[src/rtl/arit_pkg.sv]
// package of constants for the auto-reload interval timer
package arit_pkg;
  localparam logic [7:0] ARIT_ADDR_CTRL = 8'hC8;
  localparam logic [7:0] ARIT_ADDR_RELOAD_LO = 8'hCA;
  localparam logic [7:0] ARIT_ADDR_RELOAD_HI = 8'hCB;
  localparam logic [7:0] ARIT_ADDR_IRQ_STAT = 8'hCC;
  localparam logic [7:0] ARIT_ADDR_IRQ_MASK = 8'hCD;
  localparam logic [7:0] ARIT_ADDR_COUNT_LO = 8'hCE;
  localparam logic [7:0] ARIT_ADDR_COUNT_HI = 8'hCF;
  localparam int ARIT_BIT_OVF = 7;
  localparam int ARIT_BIT_RUN = 2;
  localparam int ARIT_BIT_IRQ_OVF = 0;
  localparam logic [7:0] ARIT_RELOAD_RST = 8'h00;
  localparam logic [15:0] ARIT_COUNT_RST = 16'h0000;
  localparam logic [7:0] ARIT_MASK_RST = 8'h00;
  localparam int ARIT_OSC_PER_TICK = 2;
  localparam int ARIT_PRESCALE_W = 1;
  localparam logic [ARIT_PRESCALE_W-1:0] ARIT_PRESCALE_LAST = 1'h1;
endpackage : arit_pkg

[src/rtl/arit_regbus_if.sv]
// interface carrying the register access strobes between timer parts
`timescale 1ns/1ps
`default_nettype none
interface arit_regbus_if;
  logic [7:0] addr;
  logic [7:0] wdata;
  logic wr;
  logic rd;
  modport master (output addr, output wdata, output wr, output rd);
  modport slave (input addr, input wdata, input wr, input rd);
endinterface : arit_regbus_if
`default_nettype wire

[src/rtl/arit_prescaler.sv]
// prescaler giving one count tick every two oscillator periods
`timescale 1ns/1ps
`default_nettype none
module arit_prescaler
  import arit_pkg::*;
(
  input wire logic clk_sys,
  input wire logic sys_rst,
  input wire logic run,
  output logic tick
);
  logic [ARIT_PRESCALE_W-1:0] div_r;
  logic [ARIT_PRESCALE_W-1:0] div_nxt;

  always_comb begin
    div_nxt = div_r;
    if (run) begin
      div_nxt = div_r + 1'h1;
    end
  end

  always_ff @(posedge clk_sys) begin
    if (sys_rst) begin
      div_r <= '0;
    end else begin
      div_r <= div_nxt;
    end
  end

  assign tick = run && (div_r == ARIT_PRESCALE_LAST);
endmodule : arit_prescaler
`default_nettype wire

[src/rtl/arit_timer.sv]
// auto-reload interval timer with register port and interrupt
// Summary of operation
// - 16-bit up-counter restarts from programmed reload value on overflow
// - no capture, baud or event counting; counts oscillator time only
// - counter steps every two clocks; period (65536-reload) times two clocks
// - control bit 7 set on overflow, cleared only by software writing zero
// - control bit 2 runs counter when one, holds count when zero
// - reload high byte register at 0xCB, resets to zero
// - reload low byte register at 0xCA, resets to zero
//
// Our own choice: the plain strobed port.
`timescale 1ns/1ps
`default_nettype none
module arit_timer
  import arit_pkg::*;
(
  input wire logic clk_sys,
  input wire logic sys_rst,
  input wire logic [7:0] reg_addr,
  input wire logic [7:0] reg_wdata,
  input wire logic reg_wr,
  input wire logic reg_rd,
  output logic [7:0] reg_rdata,
  output logic ovf_irq_req,
  output logic irq
);
  arit_regbus_if bus ();

  assign bus.addr = reg_addr;
  assign bus.wdata = reg_wdata;
  assign bus.wr = reg_wr;
  assign bus.rd = reg_rd;

  logic [15:0] count_r;
  logic [15:0] count_nxt;
  logic [7:0] reload_lo_r;
  logic [7:0] reload_lo_nxt;
  logic [7:0] reload_hi_r;
  logic [7:0] reload_hi_nxt;
  logic ovf_r;
  logic ovf_nxt;
  logic run_r;
  logic run_nxt;
  logic ovf_sticky_r;
  logic ovf_sticky_nxt;
  logic mask_r;
  logic mask_nxt;
  logic [7:0] rdata_r;
  logic [7:0] rdata_nxt;
  logic tick;
  logic wrap;
  logic count_lo_wr;
  logic count_hi_wr;
  logic reload_wr;

  function automatic logic wr_hit(input logic wr, input logic [7:0] a, input logic [7:0] o);
    wr_hit = wr && (a == o);
  endfunction : wr_hit

  // only the oscillator-derived tick advances the count
  arit_prescaler u_presc (
    .clk_sys(clk_sys),
    .sys_rst(sys_rst),
    .run(run_r),
    .tick(tick)
  );

  assign wrap = tick && (count_r == 16'hFFFF);
  assign count_lo_wr = wr_hit(bus.wr, bus.addr, ARIT_ADDR_COUNT_LO);
  assign count_hi_wr = wr_hit(bus.wr, bus.addr, ARIT_ADDR_COUNT_HI);
  assign reload_wr = wr_hit(bus.wr, bus.addr, ARIT_ADDR_RELOAD_LO)
    || wr_hit(bus.wr, bus.addr, ARIT_ADDR_RELOAD_HI);

  always_comb begin
    count_nxt = count_r;
    if (wrap) begin
      count_nxt = {reload_hi_r, reload_lo_r};
    end else if (tick) begin
      count_nxt = count_r + 16'h0001;
    end
    // software preload wins over a same-cycle step; spares a full count from zero
    if (count_lo_wr) begin
      count_nxt[7:0] = bus.wdata;
    end
    if (count_hi_wr) begin
      count_nxt[15:8] = bus.wdata;
    end
  end

  always_comb begin
    reload_lo_nxt = reload_lo_r;
    reload_hi_nxt = reload_hi_r;
    run_nxt = run_r;
    mask_nxt = mask_r;
    if (wr_hit(bus.wr, bus.addr, ARIT_ADDR_RELOAD_LO)) begin
      reload_lo_nxt = bus.wdata;
    end
    if (wr_hit(bus.wr, bus.addr, ARIT_ADDR_RELOAD_HI)) begin
      reload_hi_nxt = bus.wdata;
    end
    if (wr_hit(bus.wr, bus.addr, ARIT_ADDR_CTRL)) begin
      run_nxt = bus.wdata[ARIT_BIT_RUN];
    end
    if (wr_hit(bus.wr, bus.addr, ARIT_ADDR_IRQ_MASK)) begin
      mask_nxt = bus.wdata[ARIT_BIT_IRQ_OVF];
    end
  end

  always_comb begin
    ovf_nxt = ovf_r;
    // software may only clear; writing one leaves the flag as is
    if (wr_hit(bus.wr, bus.addr, ARIT_ADDR_CTRL) && !bus.wdata[ARIT_BIT_OVF]) begin
      ovf_nxt = 1'b0;
    end
    if (wrap) begin
      ovf_nxt = 1'b1;
    end
  end

  always_comb begin
    ovf_sticky_nxt = ovf_sticky_r;
    if (wr_hit(bus.wr, bus.addr, ARIT_ADDR_IRQ_STAT) && bus.wdata[ARIT_BIT_IRQ_OVF]) begin
      ovf_sticky_nxt = 1'b0;
    end
    if (wrap) begin
      ovf_sticky_nxt = 1'b1;
    end
  end

  always_comb begin
    rdata_nxt = 8'h00;
    if (bus.rd) begin
      case (bus.addr)
        ARIT_ADDR_CTRL: begin
          rdata_nxt[ARIT_BIT_OVF] = ovf_r;
          rdata_nxt[ARIT_BIT_RUN] = run_r;
        end
        ARIT_ADDR_RELOAD_LO: rdata_nxt = reload_lo_r;
        ARIT_ADDR_RELOAD_HI: rdata_nxt = reload_hi_r;
        ARIT_ADDR_IRQ_STAT: rdata_nxt[ARIT_BIT_IRQ_OVF] = ovf_sticky_r;
        ARIT_ADDR_IRQ_MASK: rdata_nxt[ARIT_BIT_IRQ_OVF] = mask_r;
        ARIT_ADDR_COUNT_LO: rdata_nxt = count_r[7:0];
        ARIT_ADDR_COUNT_HI: rdata_nxt = count_r[15:8];
        default: rdata_nxt = 8'h00;
      endcase
    end
  end

  always_ff @(posedge clk_sys) begin
    if (sys_rst) begin
      count_r <= ARIT_COUNT_RST;
      reload_lo_r <= ARIT_RELOAD_RST;
      reload_hi_r <= ARIT_RELOAD_RST;
      ovf_r <= 1'b0;
      run_r <= 1'b0;
      ovf_sticky_r <= 1'b0;
      mask_r <= 1'b0;
      rdata_r <= 8'h00;
    end else begin
      count_r <= count_nxt;
      reload_lo_r <= reload_lo_nxt;
      reload_hi_r <= reload_hi_nxt;
      ovf_r <= ovf_nxt;
      run_r <= run_nxt;
      ovf_sticky_r <= ovf_sticky_nxt;
      mask_r <= mask_nxt;
      rdata_r <= rdata_nxt;
    end
  end

  assign reg_rdata = rdata_r;
  assign ovf_irq_req = ovf_r;
  assign irq = ovf_sticky_r && mask_r;

  // helper: cycles since the last overflow, for the period check; a period
  // only counts when run, count and reload were left alone since the wrap
  logic [16:0] gap_r;
  logic [16:0] gap_nxt;
  logic seen_r;
  logic seen_nxt;

  always_comb begin
    gap_nxt = gap_r + 17'h00001;
    seen_nxt = seen_r;
    if (wrap || !run_r) begin
      gap_nxt = 17'h00000;
    end
    if (!run_r || count_lo_wr || count_hi_wr || reload_wr) begin
      seen_nxt = 1'b0;
    end else if (wrap) begin
      seen_nxt = 1'b1;
    end
  end

  always_ff @(posedge clk_sys) begin
    if (sys_rst) begin
      gap_r <= 17'h00000;
      seen_r <= 1'b0;
    end else begin
      gap_r <= gap_nxt;
      seen_r <= seen_nxt;
    end
  end

  reload_wrap_a: assert property (@(posedge clk_sys) disable iff (sys_rst)
    (wrap && !count_lo_wr && !count_hi_wr)
    |=> count_r == $past({reload_hi_r, reload_lo_r}))
    else $error("count not reloaded after overflow");

  step_rate_a: assert property (@(posedge clk_sys) disable iff (sys_rst)
    (run_r && !wrap && !count_lo_wr && !count_hi_wr)
    |=> (count_r == $past(count_r) || count_r == $past(count_r) + 16'h0001))
    else $error("count moved by more than one");

  tick_step_a: assert property (@(posedge clk_sys) disable iff (sys_rst)
    (tick && !wrap && !count_lo_wr && !count_hi_wr)
    |=> count_r == $past(count_r) + 16'h0001)
    else $error("count did not step on tick");

  two_clock_a: assert property (@(posedge clk_sys) disable iff (sys_rst)
    tick
    |=> !tick)
    else $error("tick on consecutive clocks");

  period_len_a: assert property (@(posedge clk_sys) disable iff (sys_rst)
    (wrap && seen_r && $stable({reload_hi_r, reload_lo_r}) && run_r)
    |-> gap_r == 17'((17'h10000 - {1'b0, reload_hi_r, reload_lo_r}) * 2 - 1))
    else $error("overflow period wrong");

  flag_set_a: assert property (@(posedge clk_sys) disable iff (sys_rst)
    wrap
    |=> ovf_r && ovf_sticky_r)
    else $error("overflow flag not set");

  flag_hold_a: assert property (@(posedge clk_sys) disable iff (sys_rst)
    (ovf_r && !(reg_wr && reg_addr == ARIT_ADDR_CTRL && !reg_wdata[ARIT_BIT_OVF]))
    |=> ovf_r)
    else $error("overflow flag lost without clear");

  flag_clear_a: assert property (@(posedge clk_sys) disable iff (sys_rst)
    (wr_hit(reg_wr, reg_addr, ARIT_ADDR_CTRL) && !reg_wdata[ARIT_BIT_OVF] && !wrap)
    |=> !ovf_r)
    else $error("overflow flag not cleared by write");

  run_hold_a: assert property (@(posedge clk_sys) disable iff (sys_rst)
    (!run_r && !count_lo_wr && !count_hi_wr)
    |=> $stable(count_r))
    else $error("count moved while halted");

  run_write_a: assert property (@(posedge clk_sys) disable iff (sys_rst)
    wr_hit(reg_wr, reg_addr, ARIT_ADDR_CTRL)
    |=> run_r == $past(reg_wdata[ARIT_BIT_RUN]))
    else $error("run control not written");

  ctrl_read_a: assert property (@(posedge clk_sys) disable iff (sys_rst)
    (reg_rd && reg_addr == ARIT_ADDR_CTRL)
    |=> reg_rdata == {$past(ovf_r), 4'h0, $past(run_r), 2'h0})
    else $error("control readback wrong");

  reload_reg_a: assert property (@(posedge clk_sys) disable iff (sys_rst)
    (reg_wr && reg_addr == ARIT_ADDR_RELOAD_HI)
    |=> reload_hi_r == $past(reg_wdata))
    else $error("reload high not written");

  reload_hi_read_a: assert property (@(posedge clk_sys) disable iff (sys_rst)
    (reg_rd && reg_addr == ARIT_ADDR_RELOAD_HI)
    |=> reg_rdata == $past(reload_hi_r))
    else $error("reload high readback wrong");

  reload_low_a: assert property (@(posedge clk_sys) disable iff (sys_rst)
    (reg_rd && reg_addr == ARIT_ADDR_RELOAD_LO)
    |=> reg_rdata == $past(reload_lo_r))
    else $error("reload low readback wrong");

  reload_lo_write_a: assert property (@(posedge clk_sys) disable iff (sys_rst)
    (reg_wr && reg_addr == ARIT_ADDR_RELOAD_LO)
    |=> reload_lo_r == $past(reg_wdata))
    else $error("reload low not written");

  irq_level_a: assert property (@(posedge clk_sys) disable iff (sys_rst)
    $rose(ovf_irq_req)
    |-> $past(wrap))
    else $error("overflow request without overflow");

  irq_raise_a: assert property (@(posedge clk_sys) disable iff (sys_rst)
    ($past(wrap) && mask_r)
    |-> irq)
    else $error("interrupt not raised after overflow");

  sticky_clear_a: assert property (@(posedge clk_sys) disable iff (sys_rst)
    (wr_hit(reg_wr, reg_addr, ARIT_ADDR_IRQ_STAT) && reg_wdata[ARIT_BIT_IRQ_OVF] && !wrap)
    |=> !ovf_sticky_r)
    else $error("status bit not cleared by write");

  count_write_a: assert property (@(posedge clk_sys) disable iff (sys_rst)
    count_hi_wr
    |=> count_r[15:8] == $past(reg_wdata))
    else $error("count high byte not written");

  rdata_idle_a: assert property (@(posedge clk_sys) disable iff (sys_rst)
    !reg_rd
    |=> reg_rdata == 8'h00)
    else $error("read data not zero outside read");
endmodule : arit_timer
`default_nettype wire

[config.mk]
export PLATFORM = sky130hd
export DESIGN_NAME = arit_timer
export DESIGN_NICKNAME = d
export VERILOG_FILES = /design/src/rtl/arit_pkg.sv /design/src/rtl/arit_regbus_if.sv /design/src/rtl/arit_prescaler.sv /design/src/rtl/arit_timer.sv
export SDC_FILE = /design/constraint.sdc
export NUM_CORES = 1
export LEC_CHECK = 0
export BUFFER_PORTS_ARGS = -buffer_cell sky130_fd_sc_hd__buf_2
export CELL_PAD_IN_SITES_DETAIL_PLACEMENT = 1
export CELL_PAD_IN_SITES_GLOBAL_PLACEMENT = 2
export CORE_MARGIN = 8
export CORE_UTILIZATION = 30
export CTS_BUF_LIST = sky130_fd_sc_hd__clkbuf_16
export CTS_CLUSTER_DIAMETER = 80
export DETAILED_ROUTE_END_ITERATION = 7
export PLACE_DENSITY_LB_ADDON = 0.1
export SLEW_MARGIN = 20
export SYNTH_ARGS = -nofsm -noshare
export SYNTH_HDL_FRONTEND = slang
export SYNTH_SLANG_ARGS = --single-unit
[constraint.sdc]
create_clock -name clk_sys -period 2.9 [get_ports clk_sys]
set_clock_uncertainty 0.05 [all_clocks]
set_input_delay 0 -clock clk_sys [delete_from_list [all_inputs] [get_ports clk_sys]]
set_output_delay 0 -clock clk_sys [all_outputs]
set_load 0.02 [all_outputs]
==> results list <==
* Share of the yosys chip area belonging to registers: 36.0%
- Logic gate share of total power: 5.4%
- Across the whole layout, storage elements account for 901 µm².
- The die is 107 µm wide.
- Across all register-to-register paths, the minimum setup slack is 0.68 ns.
- Counting flops with a built-in enable in the synthesized netlist gives 0.
* Placeable core region: 0.00813 mm²
- The count of cells in the finished layout, fillers not included, comes to 450.
- The total count of max-transition violations in the final report was 0.
- Detailed placement ended at an HPWL of 6.58 mm.
* Final Cell Area: 0.00299 mm²
- Cells on worst reg2reg path: 6
* Count of yosys warnings during synthesis: 0
- Max clock buf depth: 2
* Post-Synthesis Mean Instance Area: 7.97 µm²
- Instance count along the most critical hold path: 3
* Share of flip-flops with an asynchronous set or reset: 0%
- For the pin with the worst max-slew slack, the measured transition is 0.776 ns.
- Internal power summed over all cells: 1.05 mW
* Max-Slew Margin vs Limit: 48.3%
- DR vias: 2451
* Status: finished clean
* Hold worst-path end: reg_rdata[0]
* Fraction of layout instances using a drive strength above 1: 16.2%
- Number of design rule violations left after detail routing: 0
- Clock-pin slew was measured on the worst setup and hold paths at 0.06 ns.
- Proportion of power drawn by the clock network: 48.6%
- Crit start category: register
* Distinct cells, synth: 52
- Flop pwr share: 46.0%
- Routability-driven placement congestion ratio: 0.811
- In the routed layout, each cell is associated on average with a via count of 5.45.
- In this run, the number of DRC markers left after iteration 0 of detailed routing was 122.
- The tool flagged a number of max-cap violations equal to 0.
* Row Count: 33
* Number of levels the H-tree was split into: 2
- The floorplan step set the die height to 107 µm.
- The library cell used most frequently in the layout, excluding fill and tap cells, is sky130_fd_sc_hd__dfxtp_1.
- Die area: 0.0115 mm²
- Clk_lat worst skew: 0.29 ns
- Filler instances: 979
- Share of the clock period used by the worst path after layout: 76.4%
* Min Clock Period, post-route: 2.22 ns
- Max frequency: 451 MHz
- CTS Buf Count: 5
* Data required time at the worst endpoint: 3.05 ns
- Area growth from synthesis to layout: 19.3%
* Number of buffers inserted by post-CTS setup repair: 0
* Areal power density over the cells: 451 mW/mm²
- Setup repair after global routing left no endpoint under its margin.
- For this design, the CTS-stage hold fixing added 9 buffers.
- The final layout contains 365 nets.
- Final wirelength: 9.14 mm
* Sum of negative setup slack: 0 ns
* Sinks on the clock net: 45
- The worst-case IR drop observed on VDD is 0.000189 V.
- Cell area reported after detailed placement: 0.00273 mm²
- Gr ovfl total: 0
- In this run the remaining antenna-violating nets after routing total 0.
- In this run the most critical hold path is launched from reg_addr[1].
* Endpoint of the lowest-slack register-to-register path: count_r[2]
- Summed over all nets, the switching power comes to 298 µW.
* Switching share of power: 22.2%
- Summed over all cells, the static leakage comes to 1.05 nW.
* Arrival time worst endpoint: 2.37 ns
* Final setup viols: 0
- Placed Instances: 433
- Number of top-level pins: 30
- Counting every net in the synthesized netlist gives 335.
- First-pass iteration count of the detailed router: 5
* Initial antenna violation count: 0
- The first global-routing pass estimated 14.6 mm of wire.
- The via count of the first global-routing pass was 2532.
- Total of flip-flops plus latches after synthesis: 45
- In this run the worst path has a maximum fanout of 7.
- Port buffer count: 29
- In this run the worst hold path is classified as in2reg.
- Number of cells upsized or downsized after cts: 0
- Cell chosen for the clock root: sky130_fd_sc_hd__clkbuf_16
- Critical Path End Type: register
- Critical Setup Path Class: reg2reg
- Most used flip-flop cell after synthesis: sky130_fd_sc_hd__dfxtp_1
- Multi-input gate area in the final layout: 0.00149 mm²
* Detailed-route wire length per cell: 20.3 µm
- The startpoint identified for the worst register-to-register timing path is count_r[0].
* Post-synthesis instance area: 0.00250 mm²
- Synthesis produced a netlist whose cell count is 314.
- Antenna Diode Count: 0
- Global routing used 16.4% of the available tracks.
- Maximum number of pins on one net before global-route repair: 39
- TritonCTS clock tree: yes
* Commonest non-fill, non-tap cells in the layout: sky130_fd_sc_hd__dfxtp_1 (45), sky130_fd_sc_hd__nand2_1 (39), sky130_fd_sc_hd__nor2_1 (38)
- The initial utilization of the core area, before any placement, comes to 30.8%.
- Final hold violations: 0
layer usage:
metal / track usage [%] / vias up / wire (µm)
met5: 0 / - / 0
met4: 3.27 / 0 / 64
met3: 3.35 / 9 / 253
met2: 26.3 / 36 / 4270
met1: 22.1 / 1199 / 4550
li1: - / 1207 / -
cells in the mapped netlist (2+ instances only):
cell type,count,share of area (%)
sky130_fd_sc_hd__nand2_1,39,5.8
sky130_fd_sc_hd__nand2b_1,2,0.50
sky130_fd_sc_hd__nor4b_1,2,0.70
sky130_fd_sc_hd__xnor2_1,6,2.1
sky130_fd_sc_hd__a31oi_1,12,3.0
sky130_fd_sc_hd__and3_1,5,1.2
sky130_fd_sc_hd__nand3_1,16,3.2
sky130_fd_sc_hd__mux2_2,5,2.2
sky130_fd_sc_hd__nand4_1,5,1.2
sky130_fd_sc_hd__inv_1,5,0.75
sky130_fd_sc_hd__o22a_1,2,0.70
sky130_fd_sc_hd__a21oi_1,17,3.4
sky130_fd_sc_hd__nor2_1,38,5.7
sky130_fd_sc_hd__nor4_1,3,0.75
sky130_fd_sc_hd__o31ai_1,2,0.60
sky130_fd_sc_hd__nor3_1,9,1.8
sky130_fd_sc_hd__buf_2,3,0.60
sky130_fd_sc_hd__or2_2,2,0.50
sky130_fd_sc_hd__o22ai_1,6,1.5
sky130_fd_sc_hd__or3_1,3,0.75
sky130_fd_sc_hd__a211oi_1,3,0.90
sky130_fd_sc_hd__nor4_2,2,1.0
sky130_fd_sc_hd__a222oi_1,4,1.6
sky130_fd_sc_hd__mux2i_1,19,7.6
sky130_fd_sc_hd__o21ai_0,14,2.8
sky130_fd_sc_hd__and2_1,4,1.0
sky130_fd_sc_hd__clkbuf_1,14,2.1
sky130_fd_sc_hd__and4_1,4,1.4
sky130_fd_sc_hd__dfxtp_1,45,36
kinds of logic after synthesis:
logic type | share of synthesized area [%]
flops | 36.0
fa+ha+maj | 0.500
buf+inv | 4.55
compound gates | 17.1
xor+xnor | 2.10
mux | 10.7
simple gates | 29.0
stage by stage:
step	setup slack, ns	utilization [%]	hold WS [ns]	power (mW)
finish	0.683	36.7	0.105	1.35
global route	0.491	36.7	0.126	1.40
CTS	0.669	36.7	0.102	1.36
detailed placement	0.704	33.6	0.245	0.698
global placement	0.798	33.6	0.241	0.699
floorplan	0.860	-	0.0816	0.667
critical path, stage by stage, from the launching register on:
cell and delay, ns:
sky130_fd_sc_hd__dfxtp_1 0.43, sky130_fd_sc_hd__ha_1 0.24, sky130_fd_sc_hd__and4_1 0.36, sky130_fd_sc_hd__nand4_1 0.20, sky130_fd_sc_hd__nor2_1 0.44, sky130_fd_sc_hd__a21oi_1 0.16
sky130_fd_sc_hd__nor4_2 0.24
registers in the layout, summed over array words and instances, names as in the netlist:
register and flops:
run_r 1, mask_r 1, ovf_sticky_r 1, reg_rdata 8, u_presc.div_r 1, count_r 16
reload_lo_r 8, ovf_irq_req 1, reload_hi_r 8
worst max path at each step:
stage | from | to | slack [ns] | depth (start not counted)
2_1_floorplan | count_r[0] | count_r[3] | 0.86 | 8
3_3_place_gp | count_r[0] | count_r[2] | 0.80 | 6
3_5_place_dp | count_r[0] | count_r[2] | 0.70 | 6
4_1_cts | count_r[0] | count_r[2] | 0.67 | 6
5_1_grt | count_r[0] | count_r[2] | 0.49 | 6
6_report | count_r[0] | count_r[2] | 0.68 | 6
layout make-up:
type,instances,area share (%)
multi-input cells,243,49.9
well taps,105,4.40
inverters,5,0.628
clock buffers,5,4.19
flip-flops and latches,45,30.2
repair buffers,44,9.38
clock inverters,3,1.38
power groups by stage:
stage / clock [mW] / sequential [mW] / combinational [mW]
floorplan: 0 / 0.633 / 0.0338
global placement: 0 / 0.633 / 0.0652
detailed placement: 0 / 0.633 / 0.0649
CTS: 0.669 / 0.619 / 0.0744
global route: 0.703 / 0.619 / 0.0798
finish: 0.654 / 0.619 / 0.0734
Note: power is estimated with default switching activity, not from simulation.
